### src/logic/pwe_pkg.sv
// Package with offsets, fields and reset values of the window enable and I/O control bank
// Behaviour
// - After reset all memory and I/O windows are disabled; enable register reads 00h.
// - A window whose enable bit is 0b never claims a host cycle.
// - Enable bit 7 turns on I/O window 1, bit 6 turns on I/O window 0.
// - Enable bits 4 to 0 turn on memory windows 4 to 0.
// - Enable bit 5 is reserved: reads zero, writes ignored.
// - Wide-extra-wait bit (7 or 3) adds one ISA wait to 16-bit cycles only.
// - Narrow-fast bit (6 or 2) shortens 8-bit cycles to three ISA cycles only.
// - Auto-size bit (5 or 1) takes width from card IOIS16, else from size bit.
// - Size bit (4 or 0): 0 is 8-bit, 1 is 16-bit; ignored under auto-size.
// - I/O window control register resets to 00h.
// - Start address low bytes at 08h and 0Ch, reset zero.
// - Start address high bytes at 09h and 0Dh, reset zero.
// - End address low bytes at 0Ah and 0Eh, with start they bound the window.
package pwe_pkg;
  localparam logic [7:0] OFS_WINDOW_ENABLE = 8'h06;
  localparam logic [7:0] OFS_IO_WINDOW_CONTROL = 8'h07;
  localparam logic [7:0] OFS_IO_WIN0_START_LOW = 8'h08;
  localparam logic [7:0] OFS_IO_WIN0_START_HIGH = 8'h09;
  localparam logic [7:0] OFS_IO_WIN0_END_LOW = 8'h0A;
  localparam logic [7:0] OFS_IO_WIN0_END_HIGH = 8'h0B;
  localparam logic [7:0] OFS_IO_WIN1_START_LOW = 8'h0C;
  localparam logic [7:0] OFS_IO_WIN1_START_HIGH = 8'h0D;
  localparam logic [7:0] OFS_IO_WIN1_END_LOW = 8'h0E;
  localparam logic [7:0] OFS_IO_WIN1_END_HIGH = 8'h0F;
  localparam logic [7:0] WINDOW_ENABLE_RESET = 8'h00;
  localparam logic [7:0] WINDOW_ENABLE_WMASK = 8'hDF;
  localparam logic [7:0] IO_WINDOW_CONTROL_RESET = 8'h00;
  localparam logic [7:0] ADDR_BYTE_RESET = 8'h00;
  localparam int unsigned EN_IO_WIN0_BIT = 6;
  localparam int unsigned NUM_MEM_WIN = 5;
  // Per I/O window field positions inside the control register: window n uses base 4*n
  localparam int unsigned CTL_WIDTH_SEL_BIT = 0;
  localparam int unsigned CTL_AUTO_SIZE_BIT = 1;
  localparam int unsigned CTL_NARROW_FAST_BIT = 2;
  localparam int unsigned CTL_WIDE_EXTRA_WAIT_BIT = 3;
  localparam int unsigned CTL_WIN_STRIDE = 4;
endpackage : pwe_pkg

### src/logic/pwe_regs.sv
// Window enable, I/O window control and I/O window address registers with cycle claim
`timescale 1ns/1ns
module pwe_regs (
  // Clock and reset
  input wire logic clk_sys,
  input wire logic rst_n,
  // Socket register port
  input wire logic [7:0] reg_addr,
  input wire logic reg_wr,
  input wire logic reg_rd,
  input wire logic [7:0] reg_wdata,
  output logic [7:0] reg_rdata,
  output logic reg_rvalid,
  // Host cycle request
  input wire logic host_io_req,
  input wire logic [15:0] host_io_addr,
  input wire logic host_mem_req,
  input wire logic [pwe_pkg::NUM_MEM_WIN-1:0] host_mem_hit,
  // Card pin
  input wire logic card_iois16,
  // Cycle decision
  output logic io_claim,
  output logic [1:0] io_claim_win,
  output logic io_cycle_wide,
  output logic io_extra_wait,
  output logic io_narrow_fast,
  output logic mem_claim,
  output logic [pwe_pkg::NUM_MEM_WIN-1:0] mem_claim_win,
  // Window enables
  output logic io_win1_on,
  output logic io_win0_on,
  output logic [pwe_pkg::NUM_MEM_WIN-1:0] mem_win_on
);
  import pwe_pkg::*;

  logic [7:0] window_enable;
  logic [7:0] next_window_enable;
  logic [7:0] io_window_control;
  logic [7:0] next_io_window_control;
  logic [7:0] start_lo [2];
  logic [7:0] next_start_lo [2];
  logic [7:0] start_hi [2];
  logic [7:0] next_start_hi [2];
  logic [7:0] end_lo [2];
  logic [7:0] next_end_lo [2];
  logic [7:0] end_hi [2];
  logic [7:0] next_end_hi [2];
  logic [7:0] next_reg_rdata;
  logic next_reg_rvalid;
  logic iois16_meta;
  logic iois16_sync;
  logic next_io_claim;
  logic [1:0] next_io_claim_win;
  logic next_io_cycle_wide;
  logic next_io_extra_wait;
  logic next_io_narrow_fast;
  logic next_mem_claim;
  logic [NUM_MEM_WIN-1:0] next_mem_claim_win;
  logic [1:0] io_hit;

  // Picks one field of the I/O control register for window 0 or 1
  function automatic logic ctl_field(input logic [7:0] ctl, input logic win1, input int unsigned pos);
    logic [2:0] idx;
    idx = 3'(pos) + (win1 ? 3'(CTL_WIN_STRIDE) : 3'd0);
    return ctl[idx];
  endfunction : ctl_field

  // Register file
  always_comb begin
    next_window_enable = window_enable;
    next_io_window_control = io_window_control;
    next_start_lo = start_lo;
    next_start_hi = start_hi;
    next_end_lo = end_lo;
    next_end_hi = end_hi;
    if (reg_wr) begin
      case (reg_addr)
        OFS_WINDOW_ENABLE: next_window_enable = reg_wdata & WINDOW_ENABLE_WMASK;
        OFS_IO_WINDOW_CONTROL: next_io_window_control = reg_wdata;
        OFS_IO_WIN0_START_LOW: next_start_lo[0] = reg_wdata;
        OFS_IO_WIN0_START_HIGH: next_start_hi[0] = reg_wdata;
        OFS_IO_WIN0_END_LOW: next_end_lo[0] = reg_wdata;
        OFS_IO_WIN0_END_HIGH: next_end_hi[0] = reg_wdata;
        OFS_IO_WIN1_START_LOW: next_start_lo[1] = reg_wdata;
        OFS_IO_WIN1_START_HIGH: next_start_hi[1] = reg_wdata;
        OFS_IO_WIN1_END_LOW: next_end_lo[1] = reg_wdata;
        OFS_IO_WIN1_END_HIGH: next_end_hi[1] = reg_wdata;
        default: ;
      endcase
    end
  end

  // Read port; unmapped offsets answer 00h
  always_comb begin
    next_reg_rdata = 8'h00;
    next_reg_rvalid = reg_rd;
    if (reg_rd) begin
      case (reg_addr)
        OFS_WINDOW_ENABLE: next_reg_rdata = window_enable & WINDOW_ENABLE_WMASK;
        OFS_IO_WINDOW_CONTROL: next_reg_rdata = io_window_control;
        OFS_IO_WIN0_START_LOW: next_reg_rdata = start_lo[0];
        OFS_IO_WIN0_START_HIGH: next_reg_rdata = start_hi[0];
        OFS_IO_WIN0_END_LOW: next_reg_rdata = end_lo[0];
        OFS_IO_WIN0_END_HIGH: next_reg_rdata = end_hi[0];
        OFS_IO_WIN1_START_LOW: next_reg_rdata = start_lo[1];
        OFS_IO_WIN1_START_HIGH: next_reg_rdata = start_hi[1];
        OFS_IO_WIN1_END_LOW: next_reg_rdata = end_lo[1];
        OFS_IO_WIN1_END_HIGH: next_reg_rdata = end_hi[1];
        default: next_reg_rdata = 8'h00;
      endcase
    end
  end

  always_ff @(posedge clk_sys or negedge rst_n) begin
    if (!rst_n) begin
      window_enable <= WINDOW_ENABLE_RESET;
      io_window_control <= IO_WINDOW_CONTROL_RESET;
      for (int i = 0; i < 2; i++) begin
        start_lo[i] <= ADDR_BYTE_RESET;
        start_hi[i] <= ADDR_BYTE_RESET;
        end_lo[i] <= ADDR_BYTE_RESET;
        end_hi[i] <= ADDR_BYTE_RESET;
      end
    end else begin
      window_enable <= next_window_enable;
      io_window_control <= next_io_window_control;
      start_lo <= next_start_lo;
      start_hi <= next_start_hi;
      end_lo <= next_end_lo;
      end_hi <= next_end_hi;
    end
  end

  always_ff @(posedge clk_sys or negedge rst_n) begin
    if (!rst_n) begin
      reg_rdata <= 8'h00;
      reg_rvalid <= 1'b0;
    end else begin
      reg_rdata <= next_reg_rdata;
      reg_rvalid <= next_reg_rvalid;
    end
  end

  // Card width pin synchroniser
  // Pin is asynchronous to the host clock; only the second stage feeds the decode
  always_ff @(posedge clk_sys or negedge rst_n) begin
    if (!rst_n) begin
      iois16_meta <= 1'b0;
      iois16_sync <= 1'b0;
    end else begin
      iois16_meta <= card_iois16;
      iois16_sync <= iois16_meta;
    end
  end

  // Window range match, enable gated
  generate
    for (genvar w = 0; w < 2; w++) begin : g_io_hit
      assign io_hit[w] = window_enable[EN_IO_WIN0_BIT + w]
        && host_io_addr >= {start_hi[w], start_lo[w]}
        && host_io_addr <= {end_hi[w], end_lo[w]};
    end
  endgenerate

  // Cycle decision; window 0 wins if both match
  always_comb begin
    logic win1;
    logic wide;
    win1 = 1'b0;
    wide = 1'b0;
    next_io_claim = 1'b0;
    next_io_claim_win = 2'b00;
    next_io_cycle_wide = 1'b0;
    next_io_extra_wait = 1'b0;
    next_io_narrow_fast = 1'b0;
    if (host_io_req && io_hit != 2'b00) begin
      next_io_claim = 1'b1;
      next_io_claim_win = io_hit[0] ? 2'b01 : 2'b10;
      win1 = !io_hit[0];
      wide = ctl_field(io_window_control, win1, CTL_AUTO_SIZE_BIT) ? iois16_sync
        : ctl_field(io_window_control, win1, CTL_WIDTH_SEL_BIT);
      next_io_cycle_wide = wide;
      next_io_extra_wait = wide && ctl_field(io_window_control, win1, CTL_WIDE_EXTRA_WAIT_BIT);
      next_io_narrow_fast = !wide && ctl_field(io_window_control, win1, CTL_NARROW_FAST_BIT);
    end
  end

  // Memory claim; address match is done outside, enables gate it here
  always_comb begin
    next_mem_claim_win = host_mem_req ? (host_mem_hit & window_enable[NUM_MEM_WIN-1:0]) : '0;
    next_mem_claim = |next_mem_claim_win;
  end

  always_ff @(posedge clk_sys or negedge rst_n) begin
    if (!rst_n) begin
      io_claim <= 1'b0;
      io_claim_win <= 2'b00;
      io_cycle_wide <= 1'b0;
      io_extra_wait <= 1'b0;
      io_narrow_fast <= 1'b0;
    end else begin
      io_claim <= next_io_claim;
      io_claim_win <= next_io_claim_win;
      io_cycle_wide <= next_io_cycle_wide;
      io_extra_wait <= next_io_extra_wait;
      io_narrow_fast <= next_io_narrow_fast;
    end
  end

  // Enable copies load from the next value so they never lag the register
  always_ff @(posedge clk_sys or negedge rst_n) begin
    if (!rst_n) begin
      mem_claim <= 1'b0;
      mem_claim_win <= '0;
      io_win1_on <= 1'b0;
      io_win0_on <= 1'b0;
      mem_win_on <= '0;
    end else begin
      mem_claim <= next_mem_claim;
      mem_claim_win <= next_mem_claim_win;
      io_win1_on <= next_window_enable[EN_IO_WIN0_BIT + 1];
      io_win0_on <= next_window_enable[EN_IO_WIN0_BIT];
      mem_win_on <= next_window_enable[NUM_MEM_WIN-1:0];
    end
  end
endmodule : pwe_regs

### config.mk
export PLATFORM = sky130hd
export DESIGN_NAME = pwe_regs
export DESIGN_NICKNAME = d
export VERILOG_FILES = /design/src/logic/pwe_pkg.sv /design/src/logic/pwe_regs.sv
export SDC_FILE = /design/constraint.sdc
export NUM_CORES = 1
export LEC_CHECK = 0
export BUFFER_PORTS_ARGS = -buffer_cell sky130_fd_sc_hd__buf_2
export CELL_PAD_IN_SITES_DETAIL_PLACEMENT = 0
export CELL_PAD_IN_SITES_GLOBAL_PLACEMENT = 1
export CORE_MARGIN = 3
export CORE_UTILIZATION = 42
export CTS_CLUSTER_SIZE = 24
export DETAILED_ROUTE_END_ITERATION = 8
export HOLD_SLACK_MARGIN = 0.08
export PLACE_DENSITY_LB_ADDON = 0.1
export SLEW_MARGIN = 30
export SYNTH_ARGS = -nofsm -noshare
export SYNTH_HDL_FRONTEND = slang
export SYNTH_SLANG_ARGS = --single-unit
### constraint.sdc
create_clock -name clk_sys -period 2.2 [get_ports clk_sys]
set_input_delay 0 -clock clk_sys [delete_from_list [all_inputs] [get_ports clk_sys]]
set_output_delay 0 -clock clk_sys [all_outputs]
set_load 0.005 [all_outputs]
# Word level (Yosys, flattened, before mapping)
# Index checks and enable logic that the tools add are counted.
[word_totals] ff_bits=109 elab_cells=86 out_inout_bits=28 inputBits=44
[classes] mux=21 eq_ne=10 order_cmp=8 bitwise=1 n_addsub=3 reduce_logical=19
[op_table] op="8-bit case mux with 10 select lines" count=1
[op_table] op="8-bit by 4-bit equality test with 1-bit output, second input constant" count=8
[op_table] op="16-bit greater-or-equal comparator" count=2
[op_table] op="16-bit <= comparator" count=2
[op_table] op="8-bit 2-to-1 mux" count=3
[op_table] op="2-bit AND reduction" count=9
[op_table] op="8-bit by 3-bit equality test with 1-bit output, second input constant" count=2
[op_table] op="3-bit by 4-bit less-than comparator with 1-bit output, second input constant" count=4
[op_table] op="1-bit binary-select mux with 3-bit select" count=4
[op_table] op="1-bit 2-to-1 mux" count=9
[op_table] op="1-bit logical AND" count=7
[op_table] op="2-bit by 3-bit adder with 3-bit output, first input constant" count=2
[op_table] op="5-bit bitwise AND" count=1
[op_table] op="5-bit 2-to-1 mux" count=1
[op_table] op="5-bit OR reduction" count=1
[op_table] op="2-bit 2-to-1 mux" count=2
[op_table] op="1-bit by 3-bit adder with 3-bit output, first input constant" count=1
[op_table] op="3-bit 2-to-1 mux" count=1
[op_table] op="2-bit nonzero test" count=1
[op_table] op="1-bit zero test" count=1

# Logic depth before layout (Yosys ltp)
# Gate-level depths: netlist (run 1).
[logic_depth] depth_word=11 depth_mapped=9 depth_no_buf=9

# Worst setup path after synthesis (run 1)
# Ideal clock, no wire load.
[synth_path] kind="reg-to-reg" from="register end_hi[10] (netlist bit)" to="register io_cycle_wide" arrival_time_ns=2.154 path_stages_with_launch=10 slack_ns=-0.033 period_less_slack_ns=2.233 required_time_ns=2.121 setup_time_ns=0.079 n_path_buf=0 path_cell_list="dfrtp_1 > inv_1 > ha_1 > nand4_1 > or4_4 > a21o_1 > a21o_2 > nand3_4 > mux2i_2 > a2bb2oi_1"
[synth_via] elab_chain_cells=8 elab_cells_between_ends=12 cone_classes="1 x add/sub; 1 x order compare; 7 x mux; 3 x reduce/logical"
[synth_lines] element="from (decl)" line_no="pwe_regs.sv:46" rtl="logic [7:0] end_hi [2];"
[synth_lines] element="from (signal assigned)" line_no="pwe_regs.sv:130" rtl="end_hi <= next_end_hi;"
[synth_lines] element="16-bit <= comparator *" line_no="pwe_regs.sv:161" rtl="&& host_io_addr <= {end_hi[w], end_lo[w]};"
[synth_lines] element="1-bit logical AND *" line_no="pwe_regs.sv:161"
[synth_lines] element="3-bit 2-to-1 mux" line_no="pwe_regs.sv:64" rtl="idx = 3'(pos) + (win1 ? 3'(CTL_WIN_STRIDE) : 3'd0);"
[synth_lines] element="1-bit by 3-bit adder with 3-bit output" line_no="pwe_regs.sv:64"
[synth_lines] element="1-bit binary-select mux with 3-bit select" line_no="pwe_regs.sv:65" rtl="return ctl[idx];"
[synth_lines] element="1-bit 2-to-1 mux (not written as such)" line_no="pwe_regs.sv:65"
[synth_lines] element="1-bit 2-to-1 mux" line_no="pwe_regs.sv:180" rtl="wide = ctl_field(io_window_control, win1, CTL_AUTO_SIZE_BIT) ? iois16_sync"
[synth_lines] element="1-bit 2-to-1 mux *" line_no="pwe_regs.sv:176" rtl="if (host_io_req && io_hit != 2'b00) begin"
[synth_lines] element="via next_io_cycle_wide" line_no="pwe_regs.sv:54" rtl="logic next_io_cycle_wide;"
[synth_lines] element="to (signal assigned)" line_no="pwe_regs.sv:204" rtl="io_cycle_wide <= next_io_cycle_wide;"
[synth_lines] element="to (decl)" line_no="pwe_regs.sv:24" rtl="output logic io_cycle_wide,"
# The timed path passes the listed nets; every way through them passes the cells marked *. The select of a mux whose other input is x is not followed.
# A chain may end at the register's enable or synchronous reset.

# Worst setup path in the final report (run 1)
[layout_path] from="register end_hi[9] (netlist bit)" to="register io_cycle_wide"
# Same word-level chain as after synthesis.

==> run summary, run 1 <==
Post-Syn Area: 5950 sq um
Initial Util: 43.9%
placed instance area: 6810 sq um
# rows: 42
max cap viols: 0
Setup CP Type: flip-flop to flip-flop
vias in the first global route: 4706
Slew @ Worst Pin: 517 ps
CTS buffer count: 9
clk_lat worst skew: 360 ps
Seq/Total Area, Yosys: 42.9%
DRT iter0 DRCs: 291
Worst R2R End: io_cycle_wide
final instance area: 7410 sq um
I/O pin total: 72
violated checks: negative setup slack
nature of the critical path endpoint: flip-flop
syn avg cell area: 11.4 sq um
post-route core utilization: 54.6%
Reg2Reg Depth: 9
DRC Markers: 0
Congestion Overflow GR: 0
pwr dens: 573 nW/um^2
ys flop type: dfrtp_1
Post-Layout Cell Count: 843
Via-to-Cell Ratio: 5.42
initial antenna violation count: 0
Final Hold Viols: 0
Area growth, synth to finish: 24.5%
Antenna Nets Post-Route: 0
via count: 4570
R2R setup slack: -160 ps
# H-tree levels: 3
Tmin final: 2360 ps
first-pass GRT wire length: 26900 microns
final period utilization: 107%
Layout Nets: 770
CTS root buf: clkbuf_16
commonest non-fill, non-tap cell in the layout: dfrtp_1
Clock Path Buffers: 2
Worst Slack Setup Final: -161 ps
Peak Freq: 0.424 GHz
max-slew violation count: 0
CP startpoint kind: flip-flop
Layout Skew: 6.64 ps
full die area: 15600 sq um
r2r startpoint: end_hi[9]
dpl cells: 801
Pre-antenna DRT Iters: 4
commonest non-fill, non-tap cells in the layout: dfrtp_1, buf_2, inv_1
Leak Pwr: 3.61 nW
FF+latch count, synth: 102
Antenna Cells: 0
status: complete, but fails checks
TritonCTS sink count: 102
final setup fails: 3
Netlist cell types: 50
final WL: 16900 microns
dpl ws: -163 ps
WL/cell: 20.0 microns
synthesized net count: 632
Detail Placement HPWL: 13100 microns
Placer Congestion: 0.825
worst setup path start: end_hi[9]
Core Area: 13600 sq um
gr usage total: 22.2%
Crit Path Max Fanout: 3
number of flops mapped to enable cells by yosys: 0
Slew HR: 65.4%
die height: 125 microns
asr flop ratio synth: 100%
Arr. time, crit path: 2650 ps
share of layout cells above drive strength 1: 32.5%
TritonCTS clock tree: yes
Worst-path clk slew: 70 ps
Ys Warns: 0
Hold Crit Class: primary input to asynchronous set/reset pin
peak supply drop: 0.371 mV
worst path required time: 2490 ps
largest net degree at the start of global routing: 50
WHS: 126 ps
Horiz. Die Dim: 125 microns
post-synthesis cell count: 524
Buffers on Ports: 71
RSZ-0062 raised after global routing: yes
[per-stage QoR]
stage | TNS [ps] | total power [mW]
floorplan | -29.0 | 2.33
detailed placement | -433 | 2.61
global route | -937 | 4.44
global placement | -237 | 2.59
CTS | -474 | 4.27
finish | -475 | 4.24
[cell families (layout without fill, tap and decap cells)]
| logic type | count (synthesis) | in the layout | synth area share, % |
|---|---|---|---|
| simple gates | 95 | 95 | 10.6 |
| buf+inv | 78 | 221 | 4.99 |
| flops | 102 | 102 | 42.9 |
| compound gates | 103 | 103 | 12.2 |
| fa+ha+maj | 64 | 64 | 13.5 |
| mux | 82 | 82 | 15.8 |
[worst max path at each step]
stage	endpoint	cells past startpoint	slack, ps
6_report	io_cycle_wide	9	-160
3_5_place_dp	io_extra_wait	9	-160
2_1_floorplan	io_cycle_wide	9	-10
5_1_grt	io_cycle_wide	9	-280
3_3_place_gp	io_cycle_wide	9	-100
4_1_cts	io_cycle_wide	9	-170
[synth_stat cells (8+ instances only)]
library cell	number	area [sq um]
inv_1	67	251
a22oi_1	11	82.6
a21o_1	10	75.1
mux2_2	50	563
a221oi_1	14	123
mux2_1	29	327
a21oi_1	24	120
ha_1	64	801
a22o_1	11	96.3
nand2_1	24	90.1
nand4_1	11	68.8
dfrtp_1	102	2550
o21ai_0	8	40.0
[sequential cells by signal, summed over array words and instances, names as in the netlist, 2 cells and up]
| register | flops |
|---|---|
| end_hi | 16 |
| end_lo | 16 |
| start_hi | 16 |
| start_lo | 16 |
| io_window_control | 8 |
| reg_rdata | 8 |
| mem_claim_win | 5 |
| mem_win_on | 4 |
| window_enable | 3 |
| io_claim_win | 2 |
[what timing repair did]
| action | in CTS | in global routing |
|---|---|---|
| endpoints found under the setup margin | 3 | 5 |
| hold buffers | 23 | 0 |
| resized for setup | 2 | 6 |
| endpoints found under the hold margin | 175 | 0 |
| pin swaps | 3 | 0 |
| setup buffers | 1 | 2 |
[layer usage]
metal,GRT usage (%),routed length [microns],vias to the layer above
met4,4.15,182,0
met5,0,0,-
li1,-,-,2188
met3,4.18,590,11
met1,30.4,7870,2280
met2,37.1,8220,91
[report_power, final]
part           internal, mW  switching, mW  leakage (nW)  total, mW
Clock                 0.887          0.750         0.142       1.64
Combinational         0.278          0.321          2.07      0.599
Sequential             1.95         0.0584          1.40       2.01
[layout make-up]
cell class	instances	area, sq um
timing repair buffer	138	931
sequential	102	2550
inverter	67	251
clock buffer	9	225
multi-input combinational	344	3150
fill	1234	6150
tap	176	220
clock inverter	7	72.6
[critical path, cell delays in order (launching register included)]
cell and delay [ps]:
dfrtp_1 350, inv_1 50, ha_1 290, nand4_1 120, or4_4 510, a21o_1 180, a21o_2 220, nand3_4 120
mux2i_4 320, a2bb2oi_2 150
Power figures use the tool's default switching activity.
==> run 2: changes to the inputs <==
--- a/config.mk
+++ b/config.mk
@@ -11,8 +11,7 @@
 export CORE_MARGIN = 3
 export CORE_UTILIZATION = 42
-export CTS_CLUSTER_SIZE = 24
 export DETAILED_ROUTE_END_ITERATION = 8
 export HOLD_SLACK_MARGIN = 0.08
-export PLACE_DENSITY_LB_ADDON = 0.1
+export PLACE_DENSITY = 0.83
 export SLEW_MARGIN = 30
 export SYNTH_ARGS = -nofsm -noshare
==> constraint.sdc (replaced) <==
create_clock -name clk_sys -period 2.2 [get_ports clk_sys]
set_input_delay 0 -clock clk_sys [delete_from_list [all_inputs] [get_ports clk_sys]]
set_output_delay 0 -clock clk_sys [all_outputs]
set_load 0.01 [all_outputs]
==> run 2 against run 1 <==
Compared with the run above:
- the run still ends with negative setup slack left
- routed wire length shrank 0.36%
- clock skew rose by 1.7 ps
- combinational power rose by 1%
- worst setup slack worse by 22 ps
- sequential power is essentially flat
- via count is 1.2% higher
- core utilization fell by 0.055 points
- worst hold slack better by 85 ps
- largest cell class unchanged
- largest power group unchanged
==> run summary, run 2 (synthesis results as in run 1) <==
Layout Skew: 8.38 ps
final WL: 16800 microns
violated checks: negative setup slack
die height: 125 microns
TritonCTS sink count: 102
commonest non-fill, non-tap cells in the layout: dfrtp_1, buf_2, inv_1
peak supply drop: 0.468 mV
Setup CP Type: flip-flop to flip-flop
full die area: 15600 sq um
initial antenna violation count: 0
clk_lat worst skew: 350 ps
Detail Placement HPWL: 12900 microns
I/O pin total: 72
final instance area: 7400 sq um
Power Total: 4.28 mW
placed instance area: 6760 sq um
DRT iter0 DRCs: 234
CTS root buf: clkbuf_16
Slew HR: 55.7%
pwr dens: 578 nW/um^2
Placer Congestion: 0.849
Crit Path Max Fanout: 3
Via-to-Cell Ratio: 5.54
Worst-path clk slew: 70 ps
CTS buffer count: 9
Horiz. Die Dim: 125 microns
Leak Pwr: 3.59 nW
CP startpoint kind: flip-flop
DRC Markers: 0
Pint: 3.12 mW
vias in the first global route: 5047
first-pass GRT wire length: 26900 microns
gr usage total: 22.1%
RSZ-0062 raised after global routing: yes
# H-tree levels: 3
post-route core utilization: 54.6%
largest net degree at the start of global routing: 51
share of power burned in registers: 47.0%
Congestion Overflow GR: 0
Buffers on Ports: 71
switching power: 1.15 mW
WHS: 211 ps
final setup TNS: -522 ps
Layout Nets: 762
Tmin final: 2380 ps
worst path required time: 2490 ps
Clock Path Buffers: 2
Antenna Nets Post-Route: 0
nature of the critical path endpoint: flip-flop
clock power share: 38.9%
Initial Util: 43.9%
Comb pwr share: 14.1%
Area growth, synth to finish: 24.4%
WL/cell: 20.1 microns
max-slew violation count: 0
commonest non-fill, non-tap cell in the layout: dfrtp_1
Arr. time, crit path: 2670 ps
Slew @ Worst Pin: 665 ps
Hold Crit Class: primary input to flip-flop
# rows: 42
final setup fails: 3
Net Sw Frac: 27.0%
share of layout cells above drive strength 1: 32.5%
max cap viols: 0
Core Area: 13600 sq um
Worst Slack Setup Final: -183 ps
Final Hold Viols: 0
final period utilization: 108%
Peak Freq: 0.420 GHz
TritonCTS clock tree: yes
status: complete, but fails checks
Antenna Cells: 0
Pre-antenna DRT Iters: 4
via count: 4624
## run 2: path summary, 6_finish.rpt
| kind | to | slack, ps | from | cells past startpoint |
|---|---|---|---|---|
| max reg2reg | io_extra_wait | -180 | end_hi[15] | 9 |
| min | reg_rdata[7] | 210 | reg_addr[3] | 4 |
| max | io_extra_wait | -180 | end_hi[15] | 9 |
| min reg2reg | iois16_sync | 360 | iois16_meta | 0 |
| max in group asynchronous | start_lo[15] | 1260 | rst_n | 3 |
| min in group asynchronous | mem_claim_win[3] | 220 | rst_n | 2 |
## run 2: area by class of cell
| cell class | count | area (sq um) |
|---|---|---|
| tap | 176 | 220 |
| clock inverter | 7 | 81.3 |
| clock buffer | 9 | 225 |
| inverter | 67 | 251 |
| multi-input combinational | 344 | 3200 |
| fill | 1230 | 6160 |
| timing repair buffer | 130 | 872 |
| sequential | 102 | 2550 |
## run 2: timing repair
| action | in CTS | in global routing |
|---|---|---|
| resized for setup | 5 | 8 |
| setup endpoints to repair | 3 | 4 |
| hold buffers | 22 | 0 |
| pin swaps | 3 | 3 |
| endpoints found under the hold margin | 118 | 0 |
| setup buffers | 2 | 1 |
## run 2: layer usage
layer / GRT usage (%) / share of wire [%] / up-vias
li1: - / - / 2170
met1: 29.0 / 44 / 2302
met2: 36.7 / 48 / 130
met3: 4.43 / 5.2 / 22
met4: 7.14 / 2.2 / 0
met5: 0 / 0 / -
## run 2: stage by stage
stage | instances | setup slack (ps)
finish | 835 | -183
global route | 835 | -251
CTS | 834 | -150
detailed placement | 794 | -150
global placement | 794 | -72.9
floorplan | 524 | -14.5
## run 2: critical path: stages, from the launching register on
cell,delay [ps]
dfrtp_1,370
inv_1,50
ha_1,280
nand4_1,160
or4_4,470
a21o_1,180
a21o_2,210
nand3_4,120
mux2i_4,310
a2bb2oi_2,160
## run 2: power by group through the flow
stage	registers, mW	logic [mW]	clock network, mW
2_1_floorplan	2.03	0.305	0
3_3_place_gp	2.04	0.537	0
4_1_cts	2.01	0.595	1.70
3_5_place_dp	2.05	0.559	0
5_1_grt	2.02	0.682	1.78
6_report	2.01	0.605	1.66
